[config.mk]
export PLATFORM = sky130hd
export DESIGN_NAME = adcs_sequencer
export DESIGN_NICKNAME = d
export VERILOG_FILES = /design/src/hw/adcs_pkg.sv /design/src/hw/adcs_tad_gen.sv /design/src/hw/adcs_sequencer.sv
export SDC_FILE = /design/constraint.sdc
export NUM_CORES = 1
export LEC_CHECK = 0
export ABC_AREA = 1
export BUFFER_PORTS_ARGS = -buffer_cell sky130_fd_sc_hd__clkbuf_2
export CORE_UTILIZATION = 45
export DETAILED_ROUTE_END_ITERATION = 7
export GPL_ROUTABILITY_DRIVEN = 0
export GPL_TIMING_DRIVEN = 0
export PLACE_DENSITY = 0.74
export SETUP_SLACK_MARGIN = 0.3
export SYNTH_ARGS = -nofsm -noshare
export SYNTH_HDL_FRONTEND = slang
export SYNTH_SLANG_ARGS = --single-unit
[constraint.sdc]
create_clock -name hclk -period 2.27 [get_ports hclk]
set_input_delay 0.1135 -clock hclk [delete_from_list [all_inputs] [get_ports hclk]]
set_output_delay 0.1135 -clock hclk [all_outputs]
set_load 0.01 [all_outputs]
[src/hw/adcs_pkg.sv]
package adcs_pkg;

  // register byte offsets
  localparam logic [7:0] OFF_CTRL   = 8'h00;
  localparam logic [7:0] OFF_PINCFG = 8'h04;
  localparam logic [7:0] OFF_TIMING = 8'h08;
  localparam logic [7:0] OFF_RESH   = 8'h0c;
  localparam logic [7:0] OFF_RESL   = 8'h10;
  localparam logic [7:0] OFF_CMP    = 8'h14;
  localparam logic [7:0] OFF_STAT   = 8'h18;
  localparam logic [7:0] OFF_PORT   = 8'h1c;
  localparam logic [7:0] OFF_NONE   = 8'hff;

  // field positions
  localparam int CTRL_ON   = 0;
  localparam int CTRL_GO   = 1;
  localparam int CTRL_CHAN = 2;
  localparam int TIM_CS    = 0;
  localparam int TIM_ACQ   = 3;
  localparam int TIM_JUST  = 7;
  localparam int STAT_DONE = 0;
  localparam int STAT_BUSY = 1;

  // reset values
  localparam logic [3:0] PCFG_RST    = 4'h0;
  localparam logic [3:0] PCFG_PB_DIG = 4'h7;
  localparam logic [2:0] ACQ_RST     = 3'h0;
  localparam logic [2:0] CS_RST      = 3'h0;
  localparam logic [3:0] CMP_RST     = 4'h0;
  localparam logic [3:0] CHAN_RST    = 4'h0;
  localparam logic [7:0] RES_RST     = 8'h00;

  localparam logic [3:0] CMP_TRIG_MODE = 4'hb;

  // timing
  localparam int OSC_MHZ = 20;
  localparam int TCY_NS  = 200;
  localparam int TCY_CYC = (TCY_NS * OSC_MHZ + 999) / 1000;
  localparam logic [4:0] CONV_TADS = 5'h0b;
  localparam logic [4:0] WAIT_TADS = 5'h02;

  typedef enum logic [2:0] {
    ST_IDLE  = 3'b000,
    ST_DELAY = 3'b001,
    ST_ACQ   = 3'b010,
    ST_CONV  = 3'b011,
    ST_WAIT  = 3'b100
  } adcs_state_t;

  typedef struct packed {
    logic       sample_en;
    logic       bit_strobe;
    logic       conv_start;
    logic [3:0] channel;
  } adcs_ana_t;

endpackage

[src/hw/adcs_tad_gen.sv]
module adcs_tad_gen #(
  parameter int DIV_W = 6
) (
  input  wire logic       hclk,
  input  wire logic       hresetn,
  input  wire logic       ce,
  input  wire logic       run,
  input  wire logic       sleep_mode,
  input  wire logic       rc_clk,
  input  wire logic [2:0] sel,
  output logic            tick
);

  if (DIV_W < 6) begin : g_chk
    $error("DIV_W too small for 64 oscillator periods");
  end

  logic [DIV_W-1:0] div_reg;
  logic             rc_s1_reg;
  logic             rc_s2_reg;
  logic             rc_s3_reg;

  // terminal count, one less than the period in oscillator cycles
  function automatic logic [DIV_W-1:0] div_term(input logic [2:0] s);
    case (s)
      3'b000:  div_term = DIV_W'(1);
      3'b100:  div_term = DIV_W'(3);
      3'b001:  div_term = DIV_W'(7);
      3'b101:  div_term = DIV_W'(15);
      3'b010:  div_term = DIV_W'(31);
      3'b110:  div_term = DIV_W'(63);
      default: div_term = DIV_W'(0);
    endcase
  endfunction

  wire use_rc   = (sel[1:0] == 2'b11);
  wire osc_run  = run & ~sleep_mode & ~use_rc;
  wire div_end  = (div_reg == div_term(sel));
  wire rc_edge  = rc_s2_reg & ~rc_s3_reg;
  wire osc_tick = osc_run & div_end;
  wire rc_tick  = run & use_rc & rc_edge;

  assign tick = osc_tick | rc_tick;

  // oscillator stops in sleep, so the divider clears there
  always_ff @(posedge hclk or negedge hresetn) begin
    if (!hresetn) begin
      div_reg <= '0;
    end else if (ce) begin
      if (!osc_run || div_end) begin
        div_reg <= '0;
      end else begin
        div_reg <= div_reg + DIV_W'(1);
      end
    end
  end

  // rc clock is foreign: two flops before the edge detector
  always_ff @(posedge hclk or negedge hresetn) begin
    if (!hresetn) begin
      rc_s1_reg <= 1'b0;
      rc_s2_reg <= 1'b0;
      rc_s3_reg <= 1'b0;
    end else if (ce) begin
      rc_s1_reg <= rc_clk;
      rc_s2_reg <= rc_s1_reg;
      rc_s3_reg <= rc_s2_reg;
    end
  end
endmodule // adcs_tad_gen

[src/hw/adcs_sequencer.sv]
// Functional notes
// - conversion takes eleven bit periods
// - bit period from three-bit clock select
// - acquisition zero delays start one instruction
// - conversion continues through idle mode
// - output-driven pin still converted
// - analog pins read zero on port
// - fuse sets port b reset configuration
// - clearing go aborts, result kept
// - two bit periods wait, then sample
// - acquisition 010 gives four periods first
// - trigger sets go and clears timer
// - trigger ignored while off, timer cleared
// - finish loads result, clears go, flags
// - acquisition field sets automatic acquisition
// - no acquisition versus conversion indication
// - justify bit places result right or left
//
// Our own choices: the register addresses and register access over AHB-Lite.
module adcs_sequencer #(
  parameter int NCH = 13
) (
  input  wire logic                hclk,
  input  wire logic                hresetn,
  input  wire logic                ce,
  input  wire logic                hsel,
  input  wire logic [31:0]         haddr,
  input  wire logic [1:0]          htrans,
  input  wire logic                hwrite,
  input  wire logic [2:0]          hsize,
  input  wire logic [31:0]         hwdata,
  input  wire logic                hready,
  output logic      [31:0]         hrdata,
  output logic                     hreadyout,
  output logic                     hresp,
  input  wire logic                rc_clk,
  input  wire logic                sleep_mode,
  input  wire logic                special_event,
  input  wire logic                portb_analog_at_reset,
  input  wire logic [NCH-1:0]      pin_in,
  input  wire logic [9:0]          sar_data,
  output adcs_pkg::adcs_ana_t      ana,
  output logic                     conv_done,
  output logic                     timer_reset
);

  if (NCH < 1 || NCH > 16) begin : g_chk
    $error("NCH must be 1 to 16");
  end

  adcs_pkg::adcs_state_t state_reg;
  adcs_pkg::adcs_state_t state_next;
  logic [4:0]     cnt_reg;
  logic [4:0]     cnt_next;
  logic [4:0]     ph_ticks_reg;
  logic           on_reg;
  logic           go_reg;
  logic           done_reg;
  logic           just_reg;
  logic           init_reg;
  logic           tmr_rst_reg;
  logic           abort_q_reg;
  logic [3:0]     chan_reg;
  logic [3:0]     pcfg_reg;
  logic [3:0]     mode_reg;
  logic [2:0]     acq_reg;
  logic [2:0]     cs_reg;
  logic [7:0]     resh_reg;
  logic [7:0]     resl_reg;
  logic [31:0]    hrdata_reg;
  logic           dp_valid_reg;
  logic           dp_write_reg;
  logic           rd_done_reg;
  logic [7:0]     dp_addr_reg;
  logic [NCH-1:0] pin_s1_reg;
  logic [NCH-1:0] pin_s2_reg;
  logic           tick;

  function automatic logic [4:0] acq_tads(input logic [2:0] a);
    case (a)
      3'b111:  acq_tads = 5'h14;
      3'b110:  acq_tads = 5'h10;
      3'b101:  acq_tads = 5'h0c;
      3'b100:  acq_tads = 5'h08;
      3'b011:  acq_tads = 5'h06;
      3'b010:  acq_tads = 5'h04;
      3'b001:  acq_tads = 5'h02;
      default: acq_tads = 5'h00;
    endcase
  endfunction

  function automatic logic [15:0] amask(input logic [3:0] p);
    for (int i = 0; i < 16; i++) begin
      amask[i] = (5'(i) + {1'b0, p}) < 5'h0f;
    end
  endfunction

  function automatic logic [15:0] fmt(input logic [9:0] d,
                                      input logic       right);
    fmt = right ? {6'h00, d} : {d, 6'h00};
  endfunction

  // bus decode
  wire accept   = hsel & htrans[1] & hready;
  wire in_range = (haddr[31:8] == 24'h000000) & (hsize == 3'b010);
  wire rd_pend  = dp_valid_reg & ~dp_write_reg & ~rd_done_reg;
  wire wr       = dp_valid_reg & dp_write_reg & ce;
  wire wr_ctrl  = wr & (dp_addr_reg == adcs_pkg::OFF_CTRL);
  wire wr_pcfg  = wr & (dp_addr_reg == adcs_pkg::OFF_PINCFG);
  wire wr_tim   = wr & (dp_addr_reg == adcs_pkg::OFF_TIMING);
  wire wr_resh  = wr & (dp_addr_reg == adcs_pkg::OFF_RESH);
  wire wr_resl  = wr & (dp_addr_reg == adcs_pkg::OFF_RESL);
  wire wr_cmp   = wr & (dp_addr_reg == adcs_pkg::OFF_CMP);
  wire wr_stat  = wr & (dp_addr_reg == adcs_pkg::OFF_STAT);

  // sequencing terms
  wire trig     = special_event & (mode_reg == adcs_pkg::CMP_TRIG_MODE);
  wire trig_go  = trig & on_reg;
  wire busy     = (state_reg == adcs_pkg::ST_DELAY) |
                  (state_reg == adcs_pkg::ST_ACQ) |
                  (state_reg == adcs_pkg::ST_CONV);
  wire start    = (state_reg == adcs_pkg::ST_IDLE) & go_reg & on_reg;
  wire finish   = (state_reg == adcs_pkg::ST_CONV) & tick &
                  (cnt_reg == adcs_pkg::CONV_TADS - 5'h01);
  // set from software or trigger wins over the hardware clear
  wire go_next  = trig_go ? 1'b1 :
                  wr_ctrl ? (hwdata[adcs_pkg::CTRL_GO] &
                             hwdata[adcs_pkg::CTRL_ON]) :
                  (finish | ~on_reg) ? 1'b0 : go_reg;
  wire abort    = busy & ~go_next & ~finish;
  // one stopped cycle after an abort restarts the divider: full wait periods
  wire tad_run  = on_reg & ~abort_q_reg & ((state_reg == adcs_pkg::ST_ACQ) |
                  (state_reg == adcs_pkg::ST_CONV) |
                  (state_reg == adcs_pkg::ST_WAIT));

  wire [15:0]    amask_w = amask(pcfg_reg);
  wire [NCH-1:0] port_rd = pin_s2_reg & ~amask_w[NCH-1:0];
  wire [15:0]    res_new = fmt(sar_data, just_reg);

  wire [31:0] rd_mux =
    (dp_addr_reg == adcs_pkg::OFF_CTRL)   ?
      {26'h0, chan_reg, go_reg, on_reg} :
    (dp_addr_reg == adcs_pkg::OFF_PINCFG) ? {28'h0, pcfg_reg} :
    (dp_addr_reg == adcs_pkg::OFF_TIMING) ?
      {24'h0, just_reg, 1'b0, acq_reg, cs_reg} :
    (dp_addr_reg == adcs_pkg::OFF_RESH)   ? {24'h0, resh_reg} :
    (dp_addr_reg == adcs_pkg::OFF_RESL)   ? {24'h0, resl_reg} :
    (dp_addr_reg == adcs_pkg::OFF_CMP)    ? {28'h0, mode_reg} :
    (dp_addr_reg == adcs_pkg::OFF_STAT)   ?
      {30'h0, ~(state_reg == adcs_pkg::ST_IDLE), done_reg} :
    (dp_addr_reg == adcs_pkg::OFF_PORT)   ?
      {{(32 - NCH){1'b0}}, port_rd} : 32'h00000000;

  // reads take one wait state so the answer comes from a flop
  assign hreadyout = ce & ~rd_pend;
  assign hresp     = 1'b0;
  assign hrdata    = hrdata_reg;

  assign conv_done   = done_reg;
  assign timer_reset = tmr_rst_reg;

  // channel goes out regardless of pin direction
  assign ana.channel    = chan_reg;
  assign ana.sample_en  = on_reg & ~(state_reg == adcs_pkg::ST_CONV) &
                          ~(state_reg == adcs_pkg::ST_WAIT);
  assign ana.bit_strobe = (state_reg == adcs_pkg::ST_CONV) & tick;
  assign ana.conv_start = (state_next == adcs_pkg::ST_CONV) &
                          (state_reg != adcs_pkg::ST_CONV);

  adcs_tad_gen #(
    .DIV_W (6)
  ) u_tad (
    .hclk       (hclk),
    .hresetn    (hresetn),
    .ce         (ce),
    .run        (tad_run),
    .sleep_mode (sleep_mode),
    .rc_clk     (rc_clk),
    .sel        (cs_reg),
    .tick       (tick)
  );

  // no idle input: the sequencer never pauses for idle mode
  always_comb begin
    state_next = state_reg;
    cnt_next   = cnt_reg;
    case (state_reg)
      adcs_pkg::ST_IDLE: begin
        if (start) begin
          cnt_next   = 5'h00;
          state_next = (acq_reg == 3'b000) ? adcs_pkg::ST_DELAY :
                                             adcs_pkg::ST_ACQ;
        end
      end
      adcs_pkg::ST_DELAY: begin
        cnt_next = cnt_reg + 5'h01;
        if (cnt_reg == 5'(adcs_pkg::TCY_CYC - 1)) begin
          cnt_next   = 5'h00;
          state_next = adcs_pkg::ST_CONV;
        end
      end
      adcs_pkg::ST_ACQ: begin
        if (tick) begin
          cnt_next = cnt_reg + 5'h01;
          if (cnt_reg == acq_tads(acq_reg) - 5'h01) begin
            cnt_next   = 5'h00;
            state_next = adcs_pkg::ST_CONV;
          end
        end
      end
      adcs_pkg::ST_CONV: begin
        if (tick) begin
          cnt_next = cnt_reg + 5'h01;
          if (finish) begin
            cnt_next   = 5'h00;
            state_next = adcs_pkg::ST_WAIT;
          end
        end
      end
      adcs_pkg::ST_WAIT: begin
        if (tick) begin
          cnt_next = cnt_reg + 5'h01;
          if (cnt_reg == adcs_pkg::WAIT_TADS - 5'h01) begin
            cnt_next   = 5'h00;
            state_next = adcs_pkg::ST_IDLE;
          end
        end
      end
      default: begin
        cnt_next   = 5'h00;
        state_next = adcs_pkg::ST_IDLE;
      end
    endcase
    if (abort) begin
      cnt_next   = 5'h00;
      state_next = adcs_pkg::ST_WAIT;
    end
    if (!on_reg) begin
      cnt_next   = 5'h00;
      state_next = adcs_pkg::ST_IDLE;
    end
  end

  always_ff @(posedge hclk or negedge hresetn) begin
    if (!hresetn) begin
      state_reg   <= adcs_pkg::ST_IDLE;
      cnt_reg     <= 5'h00;
      abort_q_reg <= 1'b0;
    end else if (ce) begin
      state_reg   <= state_next;
      cnt_reg     <= cnt_next;
      abort_q_reg <= abort;
    end
  end

  always_ff @(posedge hclk or negedge hresetn) begin
    if (!hresetn) begin
      dp_valid_reg <= 1'b0;
      dp_write_reg <= 1'b0;
      dp_addr_reg  <= adcs_pkg::OFF_NONE;
      rd_done_reg  <= 1'b0;
      hrdata_reg   <= 32'h00000000;
    end else if (ce) begin
      if (hready) begin
        dp_valid_reg <= accept;
        dp_write_reg <= hwrite;
        dp_addr_reg  <= in_range ? haddr[7:0] : adcs_pkg::OFF_NONE;
        rd_done_reg  <= 1'b0;
      end else if (rd_pend) begin
        rd_done_reg  <= 1'b1;
        hrdata_reg   <= rd_mux;
      end
    end
  end

  always_ff @(posedge hclk or negedge hresetn) begin
    if (!hresetn) begin
      on_reg   <= 1'b0;
      go_reg   <= 1'b0;
      chan_reg <= adcs_pkg::CHAN_RST;
      just_reg <= 1'b0;
      acq_reg  <= adcs_pkg::ACQ_RST;
      cs_reg   <= adcs_pkg::CS_RST;
      mode_reg <= adcs_pkg::CMP_RST;
    end else if (ce) begin
      go_reg <= go_next;
      if (wr_ctrl) begin
        on_reg   <= hwdata[adcs_pkg::CTRL_ON];
        chan_reg <= hwdata[adcs_pkg::CTRL_CHAN +: 4];
      end
      if (wr_tim) begin
        just_reg <= hwdata[adcs_pkg::TIM_JUST];
        acq_reg  <= hwdata[adcs_pkg::TIM_ACQ +: 3];
        cs_reg   <= hwdata[adcs_pkg::TIM_CS +: 3];
      end
      if (wr_cmp) begin
        mode_reg <= hwdata[3:0];
      end
    end
  end

  // done: set wins over the write-one clear
  always_ff @(posedge hclk or negedge hresetn) begin
    if (!hresetn) begin
      done_reg    <= 1'b0;
      tmr_rst_reg <= 1'b0;
    end else if (ce) begin
      tmr_rst_reg <= trig;
      if (finish) begin
        done_reg <= 1'b1;
      end else if (wr_stat && hwdata[adcs_pkg::STAT_DONE]) begin
        done_reg <= 1'b0;
      end
    end
  end

  always_ff @(posedge hclk or negedge hresetn) begin
    if (!hresetn) begin
      resh_reg <= adcs_pkg::RES_RST;
      resl_reg <= adcs_pkg::RES_RST;
    end else if (ce) begin
      if (finish) begin
        {resh_reg, resl_reg} <= res_new;
      end else begin
        if (wr_resh) resh_reg <= hwdata[7:0];
        if (wr_resl) resl_reg <= hwdata[7:0];
      end
    end
  end

  // fuse is caught once, on the first enabled edge after release
  always_ff @(posedge hclk or negedge hresetn) begin
    if (!hresetn) begin
      init_reg <= 1'b0;
      pcfg_reg <= adcs_pkg::PCFG_RST;
    end else if (ce) begin
      init_reg <= 1'b1;
      if (!init_reg) begin
        pcfg_reg <= portb_analog_at_reset ? adcs_pkg::PCFG_RST :
                                            adcs_pkg::PCFG_PB_DIG;
      end else if (wr_pcfg) begin
        pcfg_reg <= hwdata[3:0];
      end
    end
  end

  always_ff @(posedge hclk or negedge hresetn) begin
    if (!hresetn) begin
      pin_s1_reg <= '0;
      pin_s2_reg <= '0;
    end else if (ce) begin
      pin_s1_reg <= pin_in;
      pin_s2_reg <= pin_s1_reg;
    end
  end

  // helper: bit periods seen in the current phase
  always_ff @(posedge hclk or negedge hresetn) begin
    if (!hresetn) begin
      ph_ticks_reg <= 5'h00;
    end else if (ce) begin
      if (state_next != state_reg) ph_ticks_reg <= 5'h00;
      else if (tick) ph_ticks_reg <= ph_ticks_reg + 5'h01;
    end
  end
endmodule // adcs_sequencer

==> run summary <==
fill count: 1,117
DP HPWL: 12,400 µm
final total power: 4.78 mW
Final ANT Viol Nets: 0
worst-skew pair later-pin latency: 0.37 ns
PD cells: 564 nW/µm²
violated checks: negative setup slack
non-filler cells in the finished layout: 1,208
#FFs+latches synth: 108
nets: 1,142
met1 GRT Util: 32.1%
worst setup path startpoint: acq_reg[2]
placed instance count: 1,124
Critical Path RT: 2.16 ns
simple-gate share of the synthesized area: 30.4%
yosys warns: 0
row count: 42
maxcap violations: 0
global-route wire length before repair: 27,700 µm
final setup fails: 1
ys async rst share: 100%
routed vias: 6,352
Crit. End Element: output port
clock slew at reported path FFs: 0.08 ns
crit path DAT: 2.37 ns
root buffer cell: clkbuf_16
top_reg_cell synth: dfrtp_1
grt total ovfl: 0
DR WL/cell: 15.7 µm
crit-path cells: nand2_2 > o21a_1 > ha_4 > xnor2_2 > nor3_2 > nand4_1 > nor2_2 > a21oi_2 > nor3b_2 > buf_2
xor and xnor fraction of the mapped netlist area: 2.11%
Initial DRC Count: 665
post-synthesis cell type count: 49
Critical Path Slowest Stage Cell: dfrtp_1
post-route setup slack: -0.212 ns
CTS Buffer Depth: 2
Slew Viols, Final: 0
actual slew at the worst max-slew pin: 1.08 ns
WHS: 0.00778 ns
worst reg2reg setup slack: 0.06 ns
compound-cell area share of the yosys netlist: 11.4%
M2 GR Usage: 40.9%
vias per cell: 5.26
Max FO, Critical Path: 4
Chip Height: 120 µm
share of the core filled with cells: 63.4%
I/O Buffers: 99
status: complete, but fails checks
CTS tree: done
HP Class: input pin to register
commonest non-fill, non-tap cell in the layout: nand2_1
VDD IR-drop max: 0.000587 V
main combinational cell family by area after synthesis: simple AND/OR/NAND/NOR gates
cts bufs inserted: 9
Worst Setup Start Kind: register
Hold Startpoint: haddr[4]
Die Width: 120 µm
unrepaired setup endpoints after global routing: true
total die area: 14,300 µm²
total track usage: 24.8%
critical path class: register to output port
Inserted Diodes: 0
proportion of synthesized area in mux cells: 0%
worst-case reg-to-reg path depth: 10
fmax: 0.403 GHz
RR Startpoint: state_reg[2]
Final Hold Viols: 0
pin count of the biggest net entering global routing: 109
Starting Density: 46.7%
Slew HR: 28.2%
layout overhead on the synthesized area: 35.8%
most frequent cells in the layout: nand2_1, clkbuf_2, dfrtp_1, inv_1, buf_4
grt met3 use: 6.13%
Initial DRT Pass Iterations: 6
Syn Area/Cell: 7.51 µm²
CTS H-tree depth: 3
max incr delay on CP: 0.44 ns
mapped cell area: 6230 µm²
Tmin final: 2.48 ns
core box area: 13,300 µm²
number of flops mapped to enable cells by yosys: 0
Tcrit/Tclk final: 109%
worst r2r dst: resl_reg[1]
Lkg Pwr: 4.33 nW
post-synthesis sequential area ratio: 43.5%
Critical Path End: ana[4]
vias in the first global route: 5,716
Synth Instances: 830
DRC violations left: 0
clock sinks: 108
antenna violations before repair: 0
synthesized-area fraction occupied by adder cells: 2.61%
final WL: 18,900 µm
Clock Skew: 0.0119 ns
busiest grt layer: met2
# IOs: 145
fraction of layout cells with a size suffix above 1: 29.4%
==> what timing repair did <==
item                                    4_1_cts  5_1_grt
cloned                                        0        5
gates resized for setup                      50       99
hold buffers                                 19        0
endpoints found under the setup margin       47       48
pin swaps                                    14       33
hold endpoints to repair                    117        0
setup buffers                                12       32
==> report_power, final <==
group	internal, mW	switching, mW	total [mW]
clock	0.777	0.806	1.58
sequential	2.04	0.110	2.15
combinational	0.407	0.634	1.04
==> layout make-up <==
cell class	instances	area, µm²	area share [%]
Buffer	42	299	3.53
Clock buffer	9	225	2.66
Clock inverter	7	67.6	0.799
Inverter	94	385	4.56
Multi-Input combinational cell	606	3430	40.5
Sequential cell	108	2720	32.1
Tap cell	176	220	2.60
Timing Repair Buffer	165	1110	13.1
Timing Repair inverter	1	7.51	0.0887
==> synthesized netlist by cell type (5+ instances only) <==
cell	number	area, µm²
nand2_1	279	1050
dfrtp_1	100	2500
inv_1	87	327
o21ai_0	54	270
nand3_1	52	260
nor2_1	47	176
a21oi_1	22	110
buf_4	20	150
clkbuf_1	17	63.8
nand4_1	14	87.6
ha_1	13	163
nor3_1	13	65.1
xor2_1	11	96.3
o211ai_1	9	67.6
dfstp_2	8	210
nor4_1	8	50.1
o31ai_1	8	60.1
a22oi_1	7	52.6
inv_2	6	22.5
nor2_2	5	31.3
==> metal layers <==
layer / share of wire [%] / vias to the layer above / wire length, µm
met2: 50 / 246 / 9390
met3: 5.7 / 57 / 1080
met5: 0 / - / 0
met1: 41 / 2992 / 7780
met4: 3.6 / 0 / 675
li1: - / 3057 / -
==> cell families after synthesis <==
logic type               after synthesis
AO/OA/AOI/OAI                        119
buffers and inverters                136
adder cells (fa/ha/maj)               13
XOR/XNOR                              15
AND/OR/NAND/NOR                      438
other                                  1
flip-flops                           108
==> worst min-delay path by stage <==
stage / to / slack (ns) / cells after the start
2_1_floorplan: abort_q_reg / -0.18 / 0
3_3_place_gp: dp_write_reg / 0.31 / 3
3_5_place_dp: u_tad.div_reg[1] / 0.29 / 1
4_1_cts: dp_addr_reg[1] / 0.001 / 3
5_1_grt: dp_addr_reg[4] / 0.02 / 3
6_report: dp_addr_reg[4] / 0.008 / 3
==> worst max-delay path: cells and delay by family, from the launching register on <==
kind / cells / cell delay [ns]
compound gates: 2 / 0.25
xor+xnor: 1 / 0.13
fa+ha+maj: 1 / 0.21
buf+inv: 1 / 0.15
flops: 1 / 0.44
simple gates: 5 / 0.82
==> through the flow <==
step / instance area [µm²] / TNS, ns / setup slack [ns]
after CTS: 7790 / -0.206 / -0.206
final: 8460 / -0.212 / -0.212
after global routing: 8460 / -0.841 / -0.361
after detailed placement: 7030 / -0.00827 / -0.00827
after global placement: 7020 / -40.29 / -0.410
after floorplan: 6300 / 0 / 0.389
(Power assumes the default switching activity.)
